[src/bpa_pkg.sv]
package bpa_pkg;

    // ------------------------------------------------------------
    // widths
    // ------------------------------------------------------------
    localparam int unsigned WORD_W   = 16;
    localparam int unsigned BADDR_W  = 18;
    localparam int unsigned LEVELS   = 4;
    localparam int unsigned PRIO_W   = 3;

    // ------------------------------------------------------------
    // address map: top 4K words of the 16-bit space is the i/o page
    // ------------------------------------------------------------
    localparam int unsigned  IO_TOP_LSB  = 13;
    localparam logic [2:0]   IO_TOP_BITS = 3'h7;
    localparam logic [1:0]   IO_EXT_BITS = 2'h3;
    localparam logic [1:0]   LOW_EXT     = 2'h0;

    // hardware request level n sits at processor priority LEVEL_BASE + n
    localparam logic [PRIO_W-1:0] LEVEL_BASE = 3'h4;
    localparam logic [PRIO_W-1:0] PRIO_RESET = 3'h0;

    // ------------------------------------------------------------
    // bus control code driven with the address
    // ------------------------------------------------------------
    typedef enum logic [1:0] {
        read_transfer       = 2'h0,
        read_pause_transfer = 2'h1,
        word_write_transfer = 2'h2,
        byte_write_transfer = 2'h3
    } bpa_kind_e;

    typedef struct packed {
        bpa_kind_e          kind;
        logic [WORD_W-1:0]  addr;
        logic [WORD_W-1:0]  wdata;
    } bpa_xfer_s;

    typedef struct packed {
        logic               nonprocessor_request;
        logic [LEVELS-1:0]  br;
        logic               step;
    } bpa_grant_s;

    localparam bpa_grant_s GRANT_NONE = '0;

endpackage

[src/bpa_addr_map.sv]
`timescale 1ns/1ps
`default_nettype none

module bpa_addr_map
    import bpa_pkg::*;
(
    input  wire logic                 ref_clk,
    input  wire logic                 resetn,
    input  wire logic                 load,
    input  wire logic [WORD_W-1:0]    addr_in,
    output var  logic [BADDR_W-1:0]   addr_q
);
    // ------------------------------------------------------------
    // 16-bit program address to 18-bit bus byte address
    // ------------------------------------------------------------
    wire logic       in_io_page;
    wire logic [1:0] ext_bits;

    assign in_io_page = (addr_in[WORD_W-1:IO_TOP_LSB] == IO_TOP_BITS);
    assign ext_bits   = in_io_page ? IO_EXT_BITS : LOW_EXT;

    always_ff @(posedge ref_clk or negedge resetn) begin
        if (!resetn) begin
            addr_q <= '0;
        end else if (load) begin
            addr_q <= {ext_bits, addr_in};
        end
    end

endmodule

`default_nettype wire

[src/bpa_arbiter.sv]
`timescale 1ns/1ps
`default_nettype none

module bpa_arbiter
    import bpa_pkg::*;
(
    input  wire logic                 ref_clk,
    input  wire logic                 resetn,
    // bus side pins
    input  wire logic                 npr_req,
    input  wire logic [LEVELS-1:0]    br_req,
    input  wire logic                 sack_in,
    input  wire logic                 bbsy_in,
    input  wire logic                 ssyn_in,
    input  wire logic                 interrupt_transaction_in,
    input  wire logic [WORD_W-1:0]    data_in,
    input  wire logic                 console_step_request,
    output var  bpa_grant_s           grant_q,
    output var  logic [BADDR_W-1:0]   bus_addr,
    output var  logic                 addr_oe_q,
    output var  bpa_kind_e            bus_ctl_q,
    output var  logic                 msyn_q,
    output var  logic                 bbsy_out_q,
    output var  logic [WORD_W-1:0]    data_out_q,
    output var  logic                 data_oe_q,
    output var  logic                 ssyn_out_q,
    // processor core side, same clock
    input  wire logic                 cpu_xfer_valid,
    input  wire bpa_xfer_s            cpu_xfer,
    input  wire logic                 instr_done,
    input  wire logic                 wait_trap_point,
    input  wire logic                 prio_wr,
    input  wire logic [PRIO_W-1:0]    prio_wdata,
    input  wire logic                 console_deposit,
    input  wire logic                 console_examine,
    input  wire logic [WORD_W-1:0]    console_addr,
    input  wire logic [WORD_W-1:0]    console_data,
    output var  logic                 xfer_done_q,
    output var  logic                 console_done_q,
    output var  logic [WORD_W-1:0]    rdata_q,
    output var  logic                 vec_valid_q,
    output var  logic [WORD_W-1:0]    vec_q,
    output var  logic [PRIO_W-1:0]    cpu_prio_q,
    output var  logic                 proc_master_q
);

    // ------------------------------------------------------------
    // pin synchronisers
    // ------------------------------------------------------------
    // requests are asynchronous to our clock, so every pin is resampled
    logic               npr_m_q,  npr_s_q;
    logic [LEVELS-1:0]  br_m_q,   br_s_q;
    logic               sack_m_q, sack_s_q;
    logic               bbsy_m_q, bbsy_s_q;
    logic               ssyn_m_q, ssyn_s_q;
    logic               interrupt_transaction_m_q, interrupt_transaction_s_q;
    logic               step_m_q, step_s_q;
    logic [WORD_W-1:0]  data_m_q, data_s_q;

    always_ff @(posedge ref_clk or negedge resetn) begin
        if (!resetn) begin
            {npr_m_q, br_m_q, sack_m_q, bbsy_m_q} <= '0;
            {ssyn_m_q, interrupt_transaction_m_q, step_m_q, data_m_q} <= '0;
            {npr_s_q, br_s_q, sack_s_q, bbsy_s_q} <= '0;
            {ssyn_s_q, interrupt_transaction_s_q, step_s_q, data_s_q} <= '0;
        end else begin
            {npr_m_q, br_m_q, sack_m_q, bbsy_m_q} <= {npr_req, br_req, sack_in, bbsy_in};
            {ssyn_m_q, interrupt_transaction_m_q, step_m_q, data_m_q}
                <= {ssyn_in, interrupt_transaction_in, console_step_request, data_in};
            {npr_s_q, br_s_q, sack_s_q, bbsy_s_q} <= {npr_m_q, br_m_q, sack_m_q, bbsy_m_q};
            {ssyn_s_q, interrupt_transaction_s_q, step_s_q, data_s_q}
                <= {ssyn_m_q, interrupt_transaction_m_q, step_m_q, data_m_q};
        end
    end

    // ------------------------------------------------------------
    // functions
    // ------------------------------------------------------------
    // one-hot of the highest requested level strictly above the floor
    function automatic logic [LEVELS-1:0] pick_level(
        input logic [LEVELS-1:0]  req,
        input logic [PRIO_W-1:0]  floor
    );
        logic [LEVELS-1:0] hot;
        logic [PRIO_W-1:0] lvl;
        hot = '0;
        for (int i = 0; i < LEVELS; i++) begin
            lvl = LEVEL_BASE + PRIO_W'(i);
            if (req[i] && (lvl > floor)) begin
                hot = '0;
                hot[i] = 1'b1;
            end
        end
        return hot;
    endfunction

    function automatic logic is_write(input bpa_kind_e k);
        return (k == word_write_transfer) || (k == byte_write_transfer);
    endfunction

    // ------------------------------------------------------------
    // processor priority
    // ------------------------------------------------------------
    always_ff @(posedge ref_clk or negedge resetn) begin
        if (!resetn) begin
            cpu_prio_q <= PRIO_RESET;
        end else if (prio_wr) begin
            cpu_prio_q <= prio_wdata;
        end
    end

    // ------------------------------------------------------------
    // state
    // ------------------------------------------------------------
    typedef enum logic [2:0] {
        ST_IDLE,
        ST_GRANT,
        ST_HELD,
        ST_ADDR,
        ST_DRIVE,
        ST_WAIT,
        ST_END
    } bpa_state_e;

    bpa_state_e  state_q, state_d;
    bpa_xfer_s   cur_q;
    logic        cur_console_q;
    logic        pend_q;
    logic        vec_taken_q;
    logic        interrupt_transaction_prev_q;

    // ------------------------------------------------------------
    // arbitration decode
    // ------------------------------------------------------------
    wire logic               npr_point;
    wire logic               instr_point;
    wire logic               take_npr;
    wire logic               take_step;
    wire logic [LEVELS-1:0]  br_hot;
    wire logic               take_br;
    wire logic               take_any;
    bpa_grant_s              grant_next;
    wire logic               console_go;
    wire bpa_xfer_s          console_xfer;
    wire logic               released;
    wire logic               interrupt_transaction_rise;
    // before a data cycle (pending work), after one, or inside wait/trap
    assign npr_point   = pend_q | cpu_xfer_valid | wait_trap_point
                       | (state_q == ST_END);
    assign instr_point = instr_done;
    assign take_npr    = npr_s_q && npr_point;
    assign br_hot      = pick_level(br_s_q, cpu_prio_q);
    assign take_step   = !take_npr && step_s_q && instr_point;
    assign take_br     = !take_npr && !take_step && instr_point
                       && (br_hot != '0);
    assign take_any    = take_npr | take_step | take_br;
    always_comb begin
        grant_next      = GRANT_NONE;
        grant_next.nonprocessor_request  = take_npr;
        grant_next.step = take_step;
        grant_next.br   = take_br ? br_hot : '0;
    end
    // console accesses go through the same transfer engine
    assign console_go   = console_deposit | console_examine;
    assign console_xfer = '{kind  : (console_deposit ? word_write_transfer
                                                     : read_transfer),
                            addr  : console_addr,
                            wdata : console_data};
    // tenure ends only when the master has dropped both select and busy
    assign released  = !sack_s_q && !bbsy_s_q;
    assign interrupt_transaction_rise = interrupt_transaction_s_q && !interrupt_transaction_prev_q;

    // ------------------------------------------------------------
    // next state
    // ------------------------------------------------------------
    always_comb begin
        state_d = state_q;
        case (state_q)
            ST_IDLE: begin
                if (take_any) state_d = ST_GRANT;
                else if (pend_q) state_d = ST_ADDR;
            end
            ST_GRANT: if (sack_s_q) state_d = ST_HELD;
            ST_HELD:  if (released) state_d = ST_IDLE;
            ST_ADDR:  state_d = ST_DRIVE;
            ST_DRIVE: state_d = ST_WAIT;
            ST_WAIT:  if (ssyn_s_q) state_d = ST_END;
            ST_END:   if (!ssyn_s_q) state_d = take_npr ? ST_GRANT : ST_IDLE;
            default:  state_d = ST_IDLE;
        endcase
    end

    wire logic grant_fire;
    wire logic xfer_finish;
    wire logic accept_req;
    assign grant_fire  = (state_q == ST_IDLE && take_any)
                       || (state_q == ST_END && !ssyn_s_q && take_npr);
    assign xfer_finish = (state_q == ST_END) && !ssyn_s_q;
    // a new request is accepted only while the engine is free, otherwise it is dropped; one outstanding at a time
    assign accept_req  = !pend_q && (cpu_xfer_valid || console_go);

    // ------------------------------------------------------------
    // pending transfer and grant registers
    // ------------------------------------------------------------
    always_ff @(posedge ref_clk or negedge resetn) begin
        if (!resetn) begin
            state_q       <= ST_IDLE;
            pend_q        <= 1'b0;
            cur_q         <= '0;
            cur_console_q <= 1'b0;
        end else begin
            state_q <= state_d;
            if (accept_req) begin
                pend_q        <= 1'b1;
                cur_q         <= cpu_xfer_valid ? cpu_xfer : console_xfer;
                cur_console_q <= !cpu_xfer_valid;
            end else if (xfer_finish) begin
                pend_q        <= 1'b0;
            end
        end
    end

    always_ff @(posedge ref_clk or negedge resetn) begin
        if (!resetn) begin
            grant_q <= GRANT_NONE;
        end else if (grant_fire) begin
            grant_q <= grant_next;
        end else if (state_q == ST_GRANT && sack_s_q) begin
            grant_q <= GRANT_NONE;
        end
    end

    always_ff @(posedge ref_clk or negedge resetn) begin
        if (!resetn) begin
            proc_master_q <= 1'b1;
        end else begin
            proc_master_q <= (state_d == ST_IDLE) || (state_d >= ST_ADDR);
        end
    end

    // ------------------------------------------------------------
    // processor data cycle
    // ------------------------------------------------------------
    bpa_addr_map u_addr_map (
        .ref_clk (ref_clk),
        .resetn  (resetn),
        .load    (state_q == ST_ADDR),
        .addr_in (cur_q.addr),
        .addr_q  (bus_addr)
    );
    wire logic driving;
    assign driving = (state_d == ST_DRIVE) || (state_d == ST_WAIT)
                   || (state_d == ST_END && state_q != ST_END);
    always_ff @(posedge ref_clk or negedge resetn) begin
        if (!resetn) begin
            addr_oe_q  <= 1'b0;
            bbsy_out_q <= 1'b0;
            bus_ctl_q  <= read_transfer;
            data_out_q <= '0;
            data_oe_q  <= 1'b0;
            msyn_q     <= 1'b0;
        end else begin
            addr_oe_q  <= driving;
            bbsy_out_q <= driving;
            bus_ctl_q  <= cur_q.kind;
            data_out_q <= cur_q.wdata;
            data_oe_q  <= driving && is_write(cur_q.kind);
            // one clock of address setup before the strobe
            msyn_q     <= (state_d == ST_WAIT);
        end
    end

    always_ff @(posedge ref_clk or negedge resetn) begin
        if (!resetn) begin
            rdata_q        <= '0;
            xfer_done_q    <= 1'b0;
            console_done_q <= 1'b0;
        end else begin
            if (state_q == ST_WAIT && ssyn_s_q && !is_write(cur_q.kind)) begin
                rdata_q <= data_s_q;
            end
            xfer_done_q    <= xfer_finish && !cur_console_q;
            console_done_q <= xfer_finish && cur_console_q;
        end
    end

    // ------------------------------------------------------------
    // vector capture during a granted tenure
    // ------------------------------------------------------------
    // a master that never raises interrupt_transaction simply did a direct transfer instead
    always_ff @(posedge ref_clk or negedge resetn) begin
        if (!resetn) begin
            interrupt_transaction_prev_q <= 1'b0;
            vec_taken_q <= 1'b0;
            vec_valid_q <= 1'b0;
            vec_q       <= '0;
            ssyn_out_q  <= 1'b0;
        end else begin
            interrupt_transaction_prev_q <= interrupt_transaction_s_q;
            vec_valid_q <= 1'b0;
            if (state_q == ST_HELD && interrupt_transaction_rise && !vec_taken_q) begin
                vec_q       <= data_s_q;
                vec_valid_q <= 1'b1;
                vec_taken_q <= 1'b1;
                ssyn_out_q  <= 1'b1;
            end else if (!interrupt_transaction_s_q) begin
                ssyn_out_q  <= 1'b0;
            end
            if (state_q != ST_HELD) vec_taken_q <= 1'b0;
        end
    end

endmodule

`default_nettype wire

[config.mk]
export PLATFORM = sky130hd
export DESIGN_NAME = bpa_arbiter
export DESIGN_NICKNAME = d
export VERILOG_FILES = /design/src/bpa_pkg.sv /design/src/bpa_addr_map.sv /design/src/bpa_arbiter.sv
export SDC_FILE = /design/constraint.sdc
export NUM_CORES = 1
export LEC_CHECK = 0
export BUFFER_PORTS_ARGS = -buffer_cell sky130_fd_sc_hd__buf_2
export CAP_MARGIN = 10
export CORE_MARGIN = 2
export CORE_UTILIZATION = 46
export CTS_CLUSTER_SIZE = 30
export DETAILED_ROUTE_END_ITERATION = 16
export PLACE_DENSITY_LB_ADDON = 0.05
export SLEW_MARGIN = 20
export SYNTH_ARGS = -nofsm -noshare
export SYNTH_HDL_FRONTEND = slang
export SYNTH_HIERARCHICAL = 1
export SYNTH_SLANG_ARGS = --single-unit
export TNS_END_PERCENT = 1
[constraint.sdc]
create_clock -name ref_clk -period 1.65 [get_ports ref_clk]
set_input_delay 0.495 -clock ref_clk [delete_from_list [all_inputs] [get_ports ref_clk]]
set_output_delay 0.495 -clock ref_clk [all_outputs]
set_load 0.1 [all_outputs]
==> results.json, run 1 <==
{
  "ant_nets": 0,
  "drc": 0,
  "synth_xor_area_share_pct": 0,
  "use_met2_pct": 27.1,
  "hpwlAfterDp_mm": 9.16,
  "crit_path_start_kind": "flop",
  "cts.sinks": 177,
  "clockRootBuffer": "clkbuf_16",
  "use_met3_pct": 6.37,
  "grt.total_usage_pct": 18.0,
  "path_clk_slew_ns": 0.06,
  "synthFlopType": "dfrtp_1",
  "arrival_ns": 1.95,
  "final_cell_mix": "172 x dfrtp_1, 101 x buf_2, 97 x buf_4",
  "rsz0062_at_grt": "true",
  "dieArea_um2": 15000,
  "reg2reg_to": "vec_q[11]",
  "path_class": "reg2reg",
  "synth_mux_area_share_pct": 15.2,
  "cts_tree": "built",
  "async_flop_share_pct": 100,
  "grt_overflow": 0,
  "violations": "negative setup slack",
  "final_nets": 763,
  "firstDrtPassIters": 4,
  "syn-instance-count": 449,
  "hold_path.class": "in2reg",
  "fp-row-count": 43,
  "grt_use_met1_pct": 23.9,
  "numPortBuffers": 188,
  "final_common_cell": "dfrtp_1",
  "clock.fmax_mhz": 605,
  "synth_compound_area_share_pct": 6.49,
  "h-tree-depth": 4,
  "endpoint_kind": "flop",
  "syn_to_final_growth_pct": 33.8,
  "num-fill-cells": 1131,
  "final_util_pct": 62.5,
  "num_antenna_cells": 0,
  "die_h_um": 122,
  "grt_busiest_layer": "met2",
  "r2r-start": "state_q[0]",
  "antenna_found_initial": 0,
  "grt_max_degree": 38,
  "synth_adder_area_share_pct": 0,
  "ys_seq_elements": 177,
  "cts_buffer_depth": 2,
  "drive_gt1_share_pct": 45.9,
  "core-area_um2": 13800,
  "numCtsBuffers": 17,
  "cap_violations": 0,
  "gp_congestion": 0.760,
  "min-delay-start": "data_in[13]",
  "dieWidth_um": 122,
  "synth_simple_gate_area_share_pct": 7.15,
  "drv_slew": 0,
  "setup_slack_ns": -0.00397,
  "r2r_slack_ns": -0.004,
  "fin_crit_sh_pct": 100,
  "wl_mm": 12.8,
  "postSynthAreaPerCell_um2": 14.3,
  "ios": 189,
  "grt_pass1_wl_mm": 20.4,
  "synth_top_family_by_area": "multiplexers",
  "synth-edff-count": 0,
  "drt_iter0_drc": 220,
  "wl_per_cell_um": 15.0,
  "startpoint": "state_q[0]",
  "setup_viol": 2,
  "yosysSeqAreaShare_pct": 68.8,
  "clk_latency_ns": 0.41,
  "worstPathRequired_ns": 1.95,
  "status": "complete, but fails checks",
  "endpoint": "vec_q[11]",
  "synth_cell_type_count": 48,
  "skew_ns": 0.00485,
  "dr_total_vias": 4134,
  "initial_core_util_pct": 46.7,
  "fin_hold_ws_ns": 0.184,
  "syn_nets": 552,
  "r2r_cells": 3,
  "fin_crit_ns": 1.65,
  "final_hold_viol_count": 0,
  "ys_warn_count": 6,
  "slew_headroom_pct": 65.4,
  "worst_pin_slew_ns": 0.519,
  "syn_area_um2": 6440,
  "grt_pass1_vias": 4133,
  "vias_per_cell": 4.85,
  "crit_path_max_fanout": 18
}
synthesized netlist by cell type, types with 2 or more instances:
master,n,area (um^2)
dfrtp_1,176,4400
nor2_1,39,146
a21oi_1,37,185
mux2_2,35,394
mux2i_1,33,330
nand2_1,18,67.6
mux2_4,16,240
o21ai_0,12,60.1
clkbuf_1,10,37.5
nand2b_1,8,50.1
inv_1,5,18.8
nor2b_1,4,25.0
nor3_1,4,20.0
a211oi_1,3,22.5
a21boi_0,3,22.5
and2_1,3,18.8
buf_2,3,15.0
a21o_1,2,15.0
a31oi_1,2,12.5
buf_1,2,7.51
buf_4,2,15.0
buf_6,2,22.5
nand3_1,2,10.0
nand4b_1,2,17.5
o21bai_1,2,15.0
o22ai_1,2,12.5
layout make-up:
type	instances	area (um^2)	share of cell area, %
clock buffer	22	474	5.51
clock inverter	10	77.6	0.901
inverter	5	18.8	0.218
multi-input combinational	246	1880	21.8
sequential	177	4440	51.5
tap	180	225	2.62
timing repair buffer	213	1500	17.4
flip-flops by register name, indices dropped and copies added (netlist names), 2 cells and up:
name	count
vec_q	16
cur_q	34
data_m_q	16
grant_q	6
data_out_q	16
cpu_prio_q	3
br_m_q	4
u_addr_map/addr_q	17
rdata_q	16
state_q	3
bus_ctl_q	2
br_s_q	4
data_s_q	16
worst min path at each step:
stage / depth (start not counted) / end
after floorplan: 0 / bbsy_m_q
after global placement: 0 / data_s_q[6]
after detailed placement: 0 / bbsy_s_q
after CTS: 1 / data_m_q[13]
after global routing: 1 / data_m_q[15]
final: 1 / data_m_q[13]
critical path, stage by stage (launching register included):
cell and delay (ns):
dfrtp_1 0.38, nand2b_4 0.14, or4_4 0.66, mux2_4 0.36
kinds of logic (layout without fill, tap and decap cells):
kind of cell | Yosys count | in the layout
flip-flops | 177 | 177
buffers and inverters | 26 | 250
multiplexers | 85 | 85
AND/OR/NAND/NOR | 92 | 92
AO/OA/AOI/OAI | 69 | 69
through the flow:
stage | setup TNS (ns) | area, um^2 | instances | worst slack, ns
after floorplan | -3.63 | 6440 | 449 | -0.169
after global placement | -1.08 | 7820 | 820 | -0.184
after detailed placement | -1.67 | 7820 | 820 | -0.255
after CTS | -0.440 | 8590 | 853 | -0.100
after global routing | -1.21 | 8610 | 853 | -0.0503
final | -0.00761 | 8610 | 853 | -0.00397
repair_timing:
action,4_1_cts,5_1_grt
setup endpoints to repair,98,45
pin swaps,0,1
hold endpoints to repair,29,0
setup buffers,0,0
hold buffers,1,0
gates resized for setup,80,13
metal layers:
layer / wire length (um) / up-vias
li1: - / 1977
met1: 5560 / 2004
met2: 6030 / 134
met3: 997 / 19
met4: 221 / 0
met5: 0 / -
Power of run 1 is not shown: default switching activity piles up to over one toggle a cycle in this logic, so the estimate is an artifact.
==> run 2: changes to the inputs <==
- CELL_PAD_IN_SITES_DETAIL_PLACEMENT: unset -> 1
- CELL_PAD_IN_SITES_GLOBAL_PLACEMENT: unset -> 2
- CORE_UTILIZATION: 46 -> 31
==> run 2 against run 1 <==
  * Utilization decreased by 19 points
  * Clock skew grew 0.0056 ns
  * Maximum frequency rose by 1.2%
  * Sequential share of layout area fell by 1.5 points
  * Worst setup slack better by 0.019 ns
  * First-iteration DRC count is 20% lower
  * Critical path type is now reg2out
  * Flip-flop and latch count unchanged
  * Clock-buffer cell count shrank 5
  * Register-to-register slack better by 0.04 ns
  * Routed wire length up 16%
  * The flow now finishes without violations
  * Via count up 1.1%
  * Critical endpoint is now proc_master_q
==> results.json, run 2 (same netlist as run 1, synthesis figures left out) <==
{
  "status": "complete, no violations",
  "wl_per_cell_um": 15.8,
  "regMostFlops": "cur_q",
  "cts_tree": "built",
  "grt_pass1_wl_mm": 24.1,
  "gp_congestion": 0.692,
  "grt_pass1_vias": 4619,
  "dr_total_vias": 4181,
  "grt_max_degree": 53,
  "reg.largest.list": "cur_q x34, u_addr_map/addr_q x17",
  "multiInputGateArea_um2": 1920,
  "crit_chain": "buf_12",
  "setup_viol": 0,
  "crit_path_max_fanout": 1,
  "cts_buffer_depth": 2,
  "clk_latency_ns": 0.42,
  "antenna_found_initial": 0,
  "place_area_um2": 8000,
  "clockRootBuffer": "clkbuf_16",
  "ios": 189,
  "cp.buffers_inverters": 1,
  "cap_violations": 0,
  "vias_per_cell": 4.44,
  "clock.fmax_mhz": 612,
  "grt.total_usage_pct": 14.1,
  "largest_reg_flops": 34,
  "numCtsBuffers": 17,
  "fin_crit_sh_pct": 99.1,
  "h-tree-depth": 4,
  "path_class": "reg2out",
  "worstPathRequired_ns": 1.15,
  "arrival_ns": 1.14,
  "dieArea_um2": 21900,
  "ant_nets": 0,
  "seq_area_um2": 4440,
  "dieWidth_um": 148,
  "numPortBuffers": 188,
  "final_common_cell": "dfrtp_1",
  "critical_path.max_stage_delay_ns": 0.54,
  "wl_mm": 14.9,
  "drv_slew": 0,
  "fp-row-count": 52,
  "drc": 0,
  "core-area_um2": 20300,
  "num-fill-cells": 2149,
  "hold_path.class": "in2reg",
  "initial_core_util_pct": 31.7,
  "crit_path_start_kind": "flop",
  "final_cell_mix": "171 x dfrtp_1, 101 x buf_2, 87 x buf_4",
  "drive_gt1_share_pct": 47.0,
  "grt_overflow": 0,
  "firstDrtPassIters": 4,
  "final_hold_viol_count": 0,
  "die_h_um": 148,
  "final_nets": 762,
  "endpoint_kind": "output port",
  "skew_ns": 0.0105,
  "cts.sinks": 177,
  "final_area_um2": 8880,
  "slew_headroom_pct": 76.0,
  "drt_iter0_drc": 177,
  "crit_family": "flip-flops",
  "fin_hold_ws_ns": 0.170,
  "hpwlAfterDp_mm": 10.7,
  "path_clk_slew_ns": 0.07,
  "crit_slowest_cell": "dfstp_2",
  "rsz0062_at_grt": "true",
  "worst_pin_slew_ns": 0.356,
  "fin_crit_ns": 1.63,
  "num_antenna_cells": 0,
  "syn_to_final_growth_pct": 37.9
}
## run 2: cell type report
class,instances,area share (%)
Clock buffer,17,4.79
Clock inverter,15,1.89
Inverter,5,0.211
Multi-Input combinational cell,246,21.6
Sequential cell,177,50.0
Tap cell,270,3.81
Timing Repair Buffer,212,17.7
## run 2: per-stage QoR
stage	setup slack, ns	std cells	TNS (ns)	util (%)
after floorplan	-0.169	449	-3.63	-
after global routing	-0.0377	942	-0.0909	43.7
after global placement	-0.262	908	-1.49	39.4
after CTS	-0.101	941	-0.204	43.4
after detailed placement	-0.327	908	-1.84	39.4
final	0.0150	942	0	43.7
## run 2: metal layers
layer  track usage [%]  up-vias  part of all wire [%]
met3              5.71       11                   7.3
met4              3.86        0                  0.98
li1                  -     1977                     -
met2              23.8      123                    49
met5                 0        -                     0
met1              16.9     2070                    42
## run 2: final timing paths
check,from,to,cells past startpoint,slack (ns)
max,proc_master_q,proc_master_q,1,0.02
min,data_in[15],data_m_q[15],1,0.17
max reg2reg,state_q[2],vec_q[11],3,0.04
min reg2reg,data_m_q[4],data_s_q[4],0,0.35
max in group asynchronous,resetn,u_addr_map/addr_q[1],3,0.54
min in group asynchronous,resetn,data_m_q[15],2,0.51
## run 2: what timing repair did
action / 4_1_cts / 5_1_grt
endpoints found under the hold margin: 25 / 0
endpoints found under the setup margin: 99 / 31
gates resized for setup: 79 / 14
pin swaps: 1 / 3
buffers inserted: 0 / 1
hold buffers: 1 / 0
Power of run 2 is left out for the same reason.
==> run 3: changes to the inputs <==
- SETUP_SLACK_MARGIN: unset -> 0.15
==> run 3 against run 2 <==
  * First-iteration DRC count decreased by 32%
  * Flip-flop and latch count unchanged
  * Critical path depth increased by 3
  * Clock-buffer cell count unchanged
  * Hold slack got worse by 0.17 ns
  * Worst setup slack got worse by 0.0056 ns
  * Routed wire length increased by 4.7%
  * Critical endpoint is now vec_q[2]
  * Largest cell class unchanged
  * Non-clock buffer count increased by 1
  * Cell area increased by 12%
==> results.json, run 3 (same netlist as run 1, synthesis figures left out) <==
{
  "hold_path.class": "in2async",
  "ios": 189,
  "final_cell_mix": "170 x dfrtp_1, 101 x buf_2, 98 x buf_12",
  "h-tree-depth": 4,
  "fin_crit_ns": 1.64,
  "syn_to_final_growth_pct": 55.0,
  "arrival_ns": 1.95,
  "wl_mm": 15.6,
  "drc": 0,
  "die_h_um": 148,
  "grt_pass1_wl_mm": 25.4,
  "grt_overflow": 0,
  "place_area_um2": 8030,
  "core-area_um2": 20300,
  "numPortBuffers": 188,
  "largest_reg_flops": 34,
  "cts.sinks": 177,
  "worstPathRequired_ns": 1.96,
  "grt_pass1_vias": 4736,
  "crit_family": "simple AND/OR/NAND/NOR gates",
  "cts_tree": "built",
  "dieArea_um2": 21900,
  "clock.fmax_mhz": 610,
  "critical_path.max_stage_delay_ns": 0.52,
  "final_common_cell": "dfrtp_1",
  "firstDrtPassIters": 4,
  "drt_iter0_drc": 120,
  "ant_nets": 0,
  "reg2reg_to": "vec_q[2]",
  "antenna_found_initial": 0,
  "crit_slowest_cell": "or4_4",
  "crit_path_start_kind": "flop",
  "status": "complete, no violations",
  "endpoint_kind": "flop",
  "hold_buffers": 0,
  "final_hold_viol_count": 0,
  "cts_setup_buffers": 0,
  "path_clk_slew_ns": 0.07,
  "cts_buffer_depth": 2,
  "regMostFlops": "cur_q",
  "slew_headroom_pct": 65.3,
  "dieWidth_um": 148,
  "numCtsBuffers": 17,
  "grt.total_usage_pct": 14.9,
  "clk_latency_ns": 0.43,
  "cp.buffers_inverters": 1,
  "wl_per_cell_um": 16.5,
  "initial_core_util_pct": 31.7,
  "final_nets": 763,
  "fin_crit_sh_pct": 99.4,
  "cap_violations": 0,
  "rsz0062_at_grt": "true",
  "r2r_slack_ns": 0.009,
  "worst_pin_slew_ns": 0.520,
  "setup_viol": 0,
  "r2r-start": "state_q[0]",
  "crit_chain": "nand2b_4 > or4_4 > buf_12 > mux2_4",
  "final_area_um2": 9980,
  "path_class": "reg2reg",
  "vias_per_cell": 4.48,
  "grt_max_degree": 43,
  "gp_congestion": 0.704,
  "skew_ns": 0.0120,
  "dr_total_vias": 4229,
  "r2r_cells": 4,
  "reg.largest.list": "cur_q x34, u_addr_map/addr_q x17",
  "drv_slew": 0,
  "drive_gt1_share_pct": 48.1,
  "clockRootBuffer": "clkbuf_16",
  "crit_path_max_fanout": 8,
  "num_antenna_cells": 0,
  "fp-row-count": 52,
  "hpwlAfterDp_mm": 11.0
}
==> run 3: cell count changes in the layout (fill, tap and decap cells not counted), sizes merged <==
cell,previous run,this run
clkinvlp,3,0
clkinv,3,4
buf,209,212
bufinv,0,1
clkbuf,19,18
dlygate4sd3,1,0
inv,14,15
==> run 3: timing repair <==
action	in CTS	in global routing
pin swaps	13	3
endpoints found under the hold margin	0	0
resized for setup	350	11
endpoints found under the setup margin	144	140
==> run 3: through the flow <==
step / instances / utilization, % / setup slack, ns / hold WS [ns] / setup TNS, ns
floorplan: 449 / - / -0.0279 / 0.199 / -0.389
global placement: 911 / 39.5 / -0.111 / 0.332 / -0.529
detailed placement: 911 / 39.5 / -0.149 / 0.336 / -0.867
CTS: 943 / 49.0 / -0.00627 / 0.0179 / -0.00627
global route: 943 / 49.2 / -0.0325 / 0.0112 / -0.376
finish: 943 / 49.2 / 0.00941 / 0.00445 / 0
==> run 3: worst max-delay path by stage <==
stage                                to      startpoint  depth (start not counted)
final                          vec_q[2]      state_q[0]                          4
after global routing          vec_q[13]      state_q[0]                          4
after CTS                 proc_master_q   proc_master_q                          1
after detailed placement     grant_q[4]  cpu_xfer_valid                          5
after global placement       grant_q[4]  cpu_xfer_valid                          5
after floorplan               vec_q[10]      state_q[0]                          5
==> run 3: layout make-up <==
cell class                 instances  area [um^2]
fill                            2048        10300
sequential                       177         4440
timing repair buffer             213         2590
multi-input combinational        246         1980
clock buffer                      17          425
tap                              270          338
clock inverter                    15          185
inverter                           5         21.3
==> run 3: per-layer routing <==
| layer | part of all wire, % | wire, um | track usage (%) | up-vias |
|---|---|---|---|---|
| li1 | - | - | - | 1983 |
| met1 | 41 | 6430 | 18.4 | 2131 |
| met2 | 51 | 7880 | 24.6 | 106 |
| met3 | 7.2 | 1120 | 5.95 | 9 |
| met4 | 0.86 | 134 | 4.00 | 0 |
| met5 | 0 | 0 | 0 | - |
==> run 3: worst register-to-register path, delay by kind of cell (launching register included) <==
kind                   cells  cell delay [ns]
AND/OR/NAND/NOR            2             0.67
buffers and inverters      1             0.17
multiplexers               1             0.30
flip-flops                 1             0.39
Power of run 3 is left out for the same reason.
